`config.mk`:
```
export PLATFORM = sky130hd
export DESIGN_NAME = dual_pointer_select
export DESIGN_NICKNAME = d
export VERILOG_FILES = /design/src/hdl/dps_pkg.sv /design/src/hdl/dps_ptr_if.sv /design/src/hdl/dps_ptr_bank.sv /design/src/hdl/dual_pointer_select.sv
export SDC_FILE = /design/constraint.sdc
export NUM_CORES = 1
export LEC_CHECK = 0
export BUFFER_PORTS_ARGS = -buffer_cell sky130_fd_sc_hd__buf_2
export CAP_MARGIN = 0
export CORE_ASPECT_RATIO = 1.5
export CORE_MARGIN = 2
export CORE_UTILIZATION = 54
export DETAILED_ROUTE_END_ITERATION = 7
export GPL_TIMING_DRIVEN = 0
export PLACE_DENSITY = 0.81
export SYNTH_ARGS = -nofsm -noshare
export SYNTH_HDL_FRONTEND = slang
export SYNTH_SLANG_ARGS = --single-unit
export TNS_END_PERCENT = 100
```
`constraint.sdc`:
```
create_clock -name ref_clk -period 3.85 [get_ports ref_clk]
set_input_delay 0.1925 -clock ref_clk [delete_from_list [all_inputs] [get_ports ref_clk]]
set_output_delay 0.1925 -clock ref_clk [all_outputs]
set_load 0.05 [all_outputs]
```
`src/hdl/dps_pkg.sv`:
```
// package: address, field positions and reset values for the dual pointer block
package dps_pkg;
    localparam logic [7:0] DPS_AUX_ADDR = 8'ha2;
    localparam int DPS_SEL_BIT = 0;
    localparam int DPS_ZERO_BIT = 2;
    localparam int DPS_FLAG_BIT = 3;
    localparam int DPS_BOOT_BIT = 5;
    localparam logic [15:0] DPS_BOOT_LO = 16'hf800;
    localparam logic [15:0] DPS_BOOT_HI = 16'hffff;
    localparam logic [15:0] DPS_PTR_RST = 16'h0000;
    localparam logic [15:0] DPS_PTR_ONE = 16'h0001;
    localparam logic [7:0] DPS_BYTE_ZERO = 8'h00;
    localparam logic [7:0] DPS_BYTE_ONE = 8'h01;
    // pointer operation codes from the core
    typedef enum logic [1:0] {
        DPS_OP_NONE,
        DPS_OP_LOAD,
        DPS_OP_INC
    } dps_op_e;
endpackage

```
`src/hdl/dps_ptr_if.sv`:
```
// interface: pointer-bank control between the top and the pointer bank
`timescale 1ns/1ns
interface dps_ptr_if;
    import dps_pkg::*;
    logic sel;
    dps_op_e op;
    logic [15:0] loadVal;
    logic [15:0] ptrZero;
    logic [15:0] ptrOne;
    modport ctrl (output sel, output op, output loadVal, input ptrZero, input ptrOne);
    modport bank (input sel, input op, input loadVal, output ptrZero, output ptrOne);
endinterface

```
`src/hdl/dps_ptr_bank.sv`:
```
// module: the two 16-bit data pointers, only the selected one changes
`timescale 1ns/1ns
module dps_ptr_bank
    import dps_pkg::*;
(
    // clock, reset, enable
    input wire logic ref_clk,
    input wire logic rst,
    input wire logic clkEn,
    // control
    dps_ptr_if.bank pb
);
    logic [15:0] ptr0_r;
    logic [15:0] ptr0_nxt;
    logic [15:0] ptr1_r;
    logic [15:0] ptr1_nxt;

    // next pointer value for one register
    function automatic logic [15:0] ptrNext(input logic [15:0] cur, input dps_op_e op, input logic [15:0] ld);
        case (op)
            DPS_OP_LOAD: ptrNext = ld;
            DPS_OP_INC: ptrNext = cur + DPS_PTR_ONE;
            default: ptrNext = cur;
        endcase
    endfunction

    always_comb begin
        ptr0_nxt = pb.sel ? ptr0_r : ptrNext(ptr0_r, pb.op, pb.loadVal);
        ptr1_nxt = pb.sel ? ptrNext(ptr1_r, pb.op, pb.loadVal) : ptr1_r;
    end

    always_ff @(posedge ref_clk) begin
        if (rst) begin
            ptr0_r <= DPS_PTR_RST;
            ptr1_r <= DPS_PTR_RST;
        end else if (clkEn) begin
            ptr0_r <= ptr0_nxt;
            ptr1_r <= ptr1_nxt;
        end
    end

    assign pb.ptrZero = ptr0_r;
    assign pb.ptrOne = ptr1_r;

    // pointer one holds while unselected
    chk_unsel_holds: assert property (@(posedge ref_clk) disable iff (rst)
        clkEn && !pb.sel |=> $stable(ptr1_r)) else $error("pointer one changed while unselected");
    chk_inc_adds_one: assert property (@(posedge ref_clk) disable iff (rst)
        clkEn && !pb.sel && pb.op == DPS_OP_INC |=> ptr0_r == $past(ptr0_r) + DPS_PTR_ONE)
        else $error("pointer zero increment wrong");
    chk_load_one: assert property (@(posedge ref_clk) disable iff (rst)
        clkEn && pb.sel && pb.op == DPS_OP_LOAD |=> ptr1_r == $past(pb.loadVal))
        else $error("pointer one load wrong");
endmodule // dps_ptr_bank

```
`src/hdl/dual_pointer_select.sv`:
```
// module: dual data pointer with auxiliary pointer-select control register
// Notes on behaviour
// - Two separate 16-bit pointers, each addresses external data memory.
// - Load, increment and use act on the selected pointer; the other holds.
// - Selector bit 0 low picks pointer zero, high picks pointer one.
// - Auxiliary register sits at special-function address a2h.
// - Bit 5 set maps boot memory over f800h to ffffh; clear disables it.
// - Bit 3 is a plain software flag with no hardware effect.
// - Bit 2 reads zero, ignores writes; bit 1 reads zero, so increment only toggles selector.
// - Incrementing the register flips the selector relative to its state.
`timescale 1ns/1ns
module dual_pointer_select
    import dps_pkg::*;
(
    // clock, reset, enable
    input wire logic ref_clk,
    input wire logic rst,
    input wire logic clkEn,
    // boot configuration strap, active-low jump bit
    input wire logic bootJumpCfg_n,
    // special-function register port
    input wire logic sfrWr,
    input wire logic sfrRd,
    input wire logic sfrInc,
    input wire logic [7:0] sfrAddr,
    input wire logic [7:0] sfrWdata,
    output logic [7:0] sfrRdata,
    output logic sfrHit,
    // pointer operations
    input wire logic ptrLoad,
    input wire logic ptrInc,
    input wire logic [15:0] ptrLoadVal,
    output logic [15:0] dataPointer,
    // status
    output logic pointerSelector,
    output logic bootMapEnable,
    output logic generalUserFlag,
    output logic bootWindowHit
);
    dps_ptr_if pif ();

    logic sel_r;
    logic sel_nxt;
    logic flag_r;
    logic flag_nxt;
    logic boot_r;
    logic boot_nxt;
    logic bootLoad_r;
    logic bootLoad_nxt;
    logic [7:0] rdata_r;
    logic [7:0] rdata_nxt;
    logic addrHit;
    logic [7:0] regView;
    logic [7:0] regPlus;

    // register image; unused bits read zero, bit 2 tied low
    function automatic logic [7:0] auxImage(input logic s, input logic f, input logic b);
        auxImage = DPS_BYTE_ZERO;
        auxImage[DPS_SEL_BIT] = s;
        auxImage[DPS_FLAG_BIT] = f;
        auxImage[DPS_BOOT_BIT] = b;
    endfunction

    assign addrHit = sfrAddr == DPS_AUX_ADDR;
    assign regView = auxImage(sel_r, flag_r, boot_r);
    // zero bit 1 stops carry into the flag
    assign regPlus = regView + DPS_BYTE_ONE;

    // register next-state; write has priority over increment
    always_comb begin
        sel_nxt = sel_r;
        flag_nxt = flag_r;
        boot_nxt = boot_r;
        bootLoad_nxt = 1'b0;
        rdata_nxt = rdata_r;
        if (bootLoad_r) begin
            // boot enable caught after reset release
            boot_nxt = ~bootJumpCfg_n;
        end
        if (addrHit && sfrWr) begin
            sel_nxt = sfrWdata[DPS_SEL_BIT];
            flag_nxt = sfrWdata[DPS_FLAG_BIT];
            boot_nxt = sfrWdata[DPS_BOOT_BIT];
        end else if (addrHit && sfrInc) begin
            sel_nxt = regPlus[DPS_SEL_BIT];
            flag_nxt = regPlus[DPS_FLAG_BIT];
            boot_nxt = regPlus[DPS_BOOT_BIT];
        end
        if (addrHit && sfrRd) begin
            rdata_nxt = regView;
        end
    end

    // control register state
    always_ff @(posedge ref_clk) begin
        if (rst) begin
            sel_r <= 1'b0;
            flag_r <= 1'b0;
            boot_r <= 1'b0;
            bootLoad_r <= 1'b1;
            rdata_r <= DPS_BYTE_ZERO;
        end else if (clkEn) begin
            sel_r <= sel_nxt;
            flag_r <= flag_nxt;
            boot_r <= boot_nxt;
            bootLoad_r <= bootLoad_nxt;
            rdata_r <= rdata_nxt;
        end
    end

    // pointer bank control
    assign pif.sel = sel_r;
    assign pif.op = ptrLoad ? DPS_OP_LOAD : (ptrInc ? DPS_OP_INC : DPS_OP_NONE);
    assign pif.loadVal = ptrLoadVal;

    dps_ptr_bank u_bank (
        .ref_clk(ref_clk),
        .rst(rst),
        .clkEn(clkEn),
        .pb(pif.bank)
    );

    // selector picks the pointer in use
    assign dataPointer = sel_r ? pif.ptrOne : pif.ptrZero;
    // boot window decode of the pointer address
    assign bootWindowHit = boot_r && dataPointer >= DPS_BOOT_LO && dataPointer <= DPS_BOOT_HI;
    assign sfrRdata = rdata_r;
    assign sfrHit = addrHit && (sfrWr || sfrRd || sfrInc);
    assign pointerSelector = sel_r;
    assign bootMapEnable = boot_r;
    assign generalUserFlag = flag_r;

    chk_inc_toggles: assert property (@(posedge ref_clk) disable iff (rst)
        clkEn && addrHit && sfrInc && !sfrWr && !bootLoad_r |=> sel_r != $past(sel_r) && flag_r == $past(flag_r)
    ) else $error("increment did not toggle selector alone");
    chk_bit2_zero: assert property (@(posedge ref_clk) disable iff (rst)
        clkEn && addrHit && sfrRd |=> sfrRdata[DPS_ZERO_BIT] == 1'b0) else $error("bit 2 read nonzero");
    chk_sel_route: assert property (@(posedge ref_clk) disable iff (rst)
        dataPointer == (pointerSelector ? pif.ptrOne : pif.ptrZero)) else $error("wrong pointer routed");
    chk_flag_write: assert property (@(posedge ref_clk) disable iff (rst)
        clkEn && addrHit && sfrWr |=> generalUserFlag == $past(sfrWdata[DPS_FLAG_BIT]))
        else $error("flag not stored");
    chk_boot_window: assert property (@(posedge ref_clk) disable iff (rst)
        bootWindowHit |-> bootMapEnable && dataPointer >= DPS_BOOT_LO) else $error("boot window wrong");
    chk_off_addr: assert property (@(posedge ref_clk) disable iff (rst)
        clkEn && !addrHit && !bootLoad_r |=> $stable(sel_r) && $stable(flag_r)) else $error("stray write took");
    chk_reset_sel: assert property (@(posedge ref_clk)
        $past(rst) |-> !pointerSelector) else $error("selector not cleared by reset");
    chk_boot_strap: assert property (@(posedge ref_clk) disable iff (rst)
        clkEn && bootLoad_r && !(addrHit && (sfrWr || sfrInc)) |=> boot_r == !$past(bootJumpCfg_n))
        else $error("boot enable not from strap");

    cov_toggle: cover property (@(posedge ref_clk) clkEn && addrHit && sfrInc);
    cov_ptr1_inc: cover property (@(posedge ref_clk) clkEn && sel_r && ptrInc);
    cov_boot_hit: cover property (@(posedge ref_clk) bootWindowHit);
endmodule // dual_pointer_select

```
# Word-level counts from Yosys, hierarchy flattened
# Index checks and enable logic that the tools add are counted.
dict set report word_totals {
  regBits 39
  inputBits 41
  elab_cells 45
}
dict set report op_classes {
  addsub 3
  n_lt_le_gt_ge 2
  eq_ne 3
  muxes 12
  bitwise 2
  n_reduce_logical 16
}
# cell count
set op_table {}
lappend op_table {{$pmux W16 S2} 2}
lappend op_table {{$add A16 B1 Y16 const B} 2}
lappend op_table {{$ge A16 B16 Y1 const B} 1}
lappend op_table {{$le A16 B16 Y1 const B} 1}
lappend op_table {{$mux W16} 1}
lappend op_table {{$eq A8 B8 Y1 const B} 1}
lappend op_table {{$mux W1} 7}
lappend op_table {{$add A6 B1 Y6 const B} 1}
lappend op_table {{$logic_and A1 B1 Y1} 6}
lappend op_table {{$reduce_and A2 Y1} 3}
lappend op_table {{$reduce_and A3 Y1} 2}
lappend op_table {{$mux W2} 2}
lappend op_table {{$reduce_bool A2 Y1} 2}
lappend op_table {{$reduce_bool A3 Y1} 1}
lappend op_table {{$eq A2 B1 Y1 const B} 1}
lappend op_table {{$eq A2 B2 Y1 const B} 1}
lappend op_table {{$logic_or A1 B1 Y1} 2}
lappend op_table {{$not A1 Y1} 2}

# Longest topological paths before layout
dict set report logic_depth {
  ltp_word 5
  mapped_depth 7
}

# Modules after synthesis
# A second synthesis with hierarchy kept.
dict set report hier_totals {
  hier_cells 342
  area_unflattened_um2 2640.0
}
# mod n_inst cells_per_inst area_each_um2 seq_area_each_um2
set by_module_without_submodules {}
lappend by_module_without_submodules {dps_ptr_bank 1 277 2037.0 640.6}
lappend by_module_without_submodules {dual_pointer_select 1 65 603.1 140.1}

# Least setup slack after synthesis
# No wires, ideal clock.
dict set report synth_timing {
  path_kind {register to output}
  startpoint {register sel_r, in the netlist pointerSelector}
  endpoint {output port bootWindowHit}
  t_arrival_ps 2208
  required_ps 3658
  slack_ps 1449
  stages_incl_launch_ff 6
  n_path_buf 2
  cell_sequence {dfxtp_1 buf_4 buf_2 mux2_2 nand4_1 nor2_1}
}
dict set report synth_between {
  elab_chain_cells 4
  word_cells_on_any_way 5
  cone_classes {2 x order compare; 1 x mux; 2 x reduce/logical}
}
# item line_no
set synth_rtl {}
lappend synth_rtl {{start: declaration} dual_pointer_select.sv:42} ;# logic sel_r;
lappend synth_rtl {{start signal: assignment} dual_pointer_select.sv:103} ;# sel_r <= sel_nxt;
lappend synth_rtl {{$mux W16 (*)} dual_pointer_select.sv:124} ;# assign dataPointer = sel_r ? pif.ptrOne : pif.ptrZero;
lappend synth_rtl {{via dataPointer[14]} dual_pointer_select.sv:33} ;# output logic [15:0] dataPointer,
lappend synth_rtl {{$ge A16 B16 Y1} dual_pointer_select.sv:126} ;# assign bootWindowHit = boot_r && dataPointer >= DPS_BOOT_LO && dataPointer <= DPS_BOOT_HI;
lappend synth_rtl {{$logic_and A1 B1 Y1} dual_pointer_select.sv:126}
lappend synth_rtl {{$logic_and A1 B1 Y1 (*)} dual_pointer_select.sv:126}
lappend synth_rtl {{end: declaration} dual_pointer_select.sv:38} ;# output logic bootWindowHit
# Mark *: on every way through the listed nets, which the timed path passes. The rest lies on a longest branch.

# Worst setup path in the final report
dict set report layout_timing {
  startpoint {register sel_r, in the netlist pointerSelector}
  endpoint {output port dataPointer[9]}
}
dict set report layout_between {
  elab_chain_cells 1
}
# item line_no
set layout_rtl {}
lappend layout_rtl {{$mux W16} dual_pointer_select.sv:124}
lappend layout_rtl {{end: declaration} dual_pointer_select.sv:33}
# No other way between the ends.

==> results.tsv <==
stage	metric	value	unit
global_route	grt_max_degree	12	
layout	drive_above_1_share	26.7	%
sta	fin_crit_sh	62.0	%
yosys	ys_top_cells_by_area	dfxtp_1 (29%), mux2_2 (7.1%), a21oi_1 (5.5%)	
placed_design	gp_congestion	0.979	
global_route	grt_pass1_vias	2858	
route	first_pass_iters	5	
layout	antenna_cells	0	
sta	tns	0	ns
yosys	syn-cell-area	2710	um2
die	core-area	4850	um2
route	postRouteAntennaNets	0	
worst_setup_path	crit_fanout	10	
sta	worstMarginPinSlew	0.657	ns
die	start_util	55.9	%
yosys	ys_async_sr_fraction	0	%
sta	timing.fmax	419	MHz
worst_setup_path	path_common_cell	buf_2	
layout	syn_to_final_growth	17.3	%
sta	finalSetupViolations	0	
placed_design	placedInstanceArea	3100	um2
yosys	synth-main-ff-cell	dfxtp_1	
global_route	grt_pass1_wl	13.7	mm
placed_design	place_hpwl	6.28	mm
die	rows	31	
yosys	synth-edff-count	0	
placed_design	preCtsSetupSlack	1.81	ns
sta	hold_viol	0	
power	p_total	892	uW
worst_setup_path	crit_family	buffers and inverters	
clock_tree	cts.sinks	39	
worst_setup_path	slowest_stage	buf_1	
yosys	synth_seq_cells	39	
power	ir_drop	0.189	mV
die	die_y	90.8	um
worst_setup_path	cp-start-kind	flip-flop	
yosys	synth_top_area_share	28.8	%
global_route	antenna_found_initial	0	
power	p_per_area	280	nW/um2
worst_setup_path	cp_data_required_time	3.66	ns
clock_tree	path_clk_slew	0.07	ns
run	max_cap_viol_count	0	
die	fp.dieW	61.9	um
global_route	grtUsageTotal	31.8	%
yosys	netlist_instances	331	
clock_tree	cts_made_buffers	5	
yosys	ys_seq_area_share	28.8	%
route	drt-initial-drc-count	283	
clock_tree	cts_root_buf	clkbuf_8	
yosys	ys_types	60	
min_path	min-delay-path-class	primary input to flip-flop	
sta	slew_headroom	56.2	%
route	wirelength	8.66	mm
clock_tree	cts_tree	built	
clock_tree	post_cts_resized	0	
sta	grt_setup_unrepaired	false	
route	drc	0	
worst_setup_path	worstPathArrival	2.20	ns
worst_setup_path	slowest_delay	0.51	ns
sta	fin_ws	1.46	ns
placed_design	port_buffers	58	
yosys	syn_avg_cell_area	8.20	um2
layout	final_area	3180	um2
yosys	yosysWarnings	0	
global_route	grt-ovfl-total	0	
layout	fin_util	65.6	%
yosys	synth_largest_area_cell	dfxtp_1	
clock_tree	post_cts.repair.setup_buffers	0	
sta	final-max-slew-violation-count	0	
yosys	yosysMostFrequentCell	dfxtp_1	
worst_setup_path	crit_type	flip-flop to output port	
worst_setup_path	cp_cell_sequence	buf_4 -> buf_2 -> buf_1 -> mux2_2 -> buf_2	
sta	min_period	2.39	ns
route	wl_per_cell	18.5	um
worst_setup_path	end_kind	output port	
route	routed-via-count	3108	
status	status	complete, no violations	
clock_tree	clk_latency	0.29	ns
layout	nets	443	
die	pin_count	70	
route	viasPerCell	6.66	
die	dieArea	5620	um2
yosys	synth_commonest_cells	dfxtp_1 (39), a21oi_1 (30), nand3_1 (20)	
worst_setup_path	crit_buf_inv	4	
clock_tree	cts-htree-levels	2	
sta	fin_worst_skew	0.00472	ns
clock_tree	cts_buffer_depth	2	
clock_tree	postCtsHoldBufs	0	
power	power_leakage	0.00130	uW
==> registers in the layout, summed over array words and instances, names as in the netlist <==
name and cells:
u_bank.pb.ptrOne 16, u_bank.pb.ptrZero 16, sfrRdata 3, bootLoad_r 1, bootMapEnable 1, generalUserFlag 1, pointerSelector 1
==> path summary, 6_finish.rpt <==
path	cells past startpoint	to	slack, ns	start
setup / recovery	5	dataPointer[9]	1.46	pointerSelector
hold / removal	3	generalUserFlag	0.14	sfrWdata[3]
setup reg to reg	5	u_bank.pb.ptrZero[12]	1.97	u_bank.pb.ptrZero[0]
hold reg to reg	1	bootLoad_r	0.49	bootLoad_r
==> area by class of cell <==
| cell class | count | area (um2) |
|---|---|---|
| clock buffer | 7 | 76.3 |
| timing repair buffer | 58 | 290 |
| fill | 458 | 1670 |
| inverter | 3 | 11.3 |
| clock inverter | 1 | 5.00 |
| tap | 66 | 82.6 |
| buffer | 32 | 161 |
| sequential | 39 | 781 |
| multi-input combinational | 261 | 1770 |
==> layer usage <==
| metal | part of all wire [%] | routed length, um | track usage, % |
|---|---|---|---|
| met1 | 38 | 3330 | 38.3 |
| met4 | 3.8 | 331 | 13.7 |
| met5 | 0 | 0 | 0 |
| met2 | 51 | 4400 | 53.2 |
| met3 | 6.8 | 592 | 5.01 |
==> cell families (layout without fill, tap and decap cells) <==
logic type | Yosys count | count (layout) | share of synthesized area [%]
and+or+nand+nor | 130 | 130 | 29.6
other | 1 | 5 | 0.138
buffers and inverters | 35 | 101 | 6.37
muxes | 23 | 23 | 9.27
adders and majority gates | 2 | 2 | 0.922
DFF | 39 | 39 | 28.8
AOI/OAI and AO/OA | 101 | 101 | 24.9
==> worst reg2reg max path: stages (launching register included) <==
cell,delay [ns]
dfxtp_1,0.44
ha_1,0.27
and4_1,0.32
nand3_1,0.21
or4_1,0.51
nand3_1,0.09
==> placed cells by master (no fill, tap or decap), types with 3 or more instances in the layout <==
| cell type | synthesis | final |
|---|---|---|
| buf_2 | 8 | 66 |
| dfxtp_1 | 39 | 39 |
| a21oi_1 | 30 | 30 |
| nand3_1 | 20 | 20 |
| nor2_1 | 18 | 18 |
| o21ai_0 | 18 | 18 |
| mux2_2 | 17 | 17 |
| clkbuf_1 | 12 | 14 |
| nand2_1 | 10 | 10 |
| nand2b_1 | 10 | 10 |
| and2_1 | 10 | 10 |
| buf_4 | 8 | 8 |
| nand4_1 | 8 | 8 |
| and4_1 | 8 | 8 |
| nor3_1 | 8 | 8 |
| or4_1 | 7 | 7 |
| a211oi_1 | 7 | 7 |
| o211ai_1 | 6 | 6 |
| mux2i_1 | 6 | 6 |
| a31oi_1 | 5 | 5 |
| nand4b_1 | 5 | 5 |
| a311oi_1 | 5 | 5 |
| conb_1 | 1 | 5 |
| clkbuf_8 | 0 | 5 |
| a32oi_1 | 4 | 4 |
| and3_1 | 4 | 4 |
| a21o_1 | 4 | 4 |
| or3_1 | 4 | 4 |
| buf_1 | 3 | 3 |
| nand3b_1 | 3 | 3 |
| a41o_1 | 3 | 3 |
| inv_1 | 3 | 3 |
==> power breakdown <==
part           internal [uW]  total, uW  switching [uW]  leakage, uW
logic                   63.8        189             125     0.000938
clock network            127        272             145    0.0000422
registers                415        431            15.9     0.000317
total                    606        892             286      0.00130
==> per-stage QoR <==
stage / std cells / hold WS (ns)
floorplan: 335 / 0.336
global placement: 459 / 0.430
detailed placement: 459 / 0.438
CTS: 467 / 0.141
global route: 467 / 0.173
finish: 467 / 0.140
(Power assumes the default switching activity.)
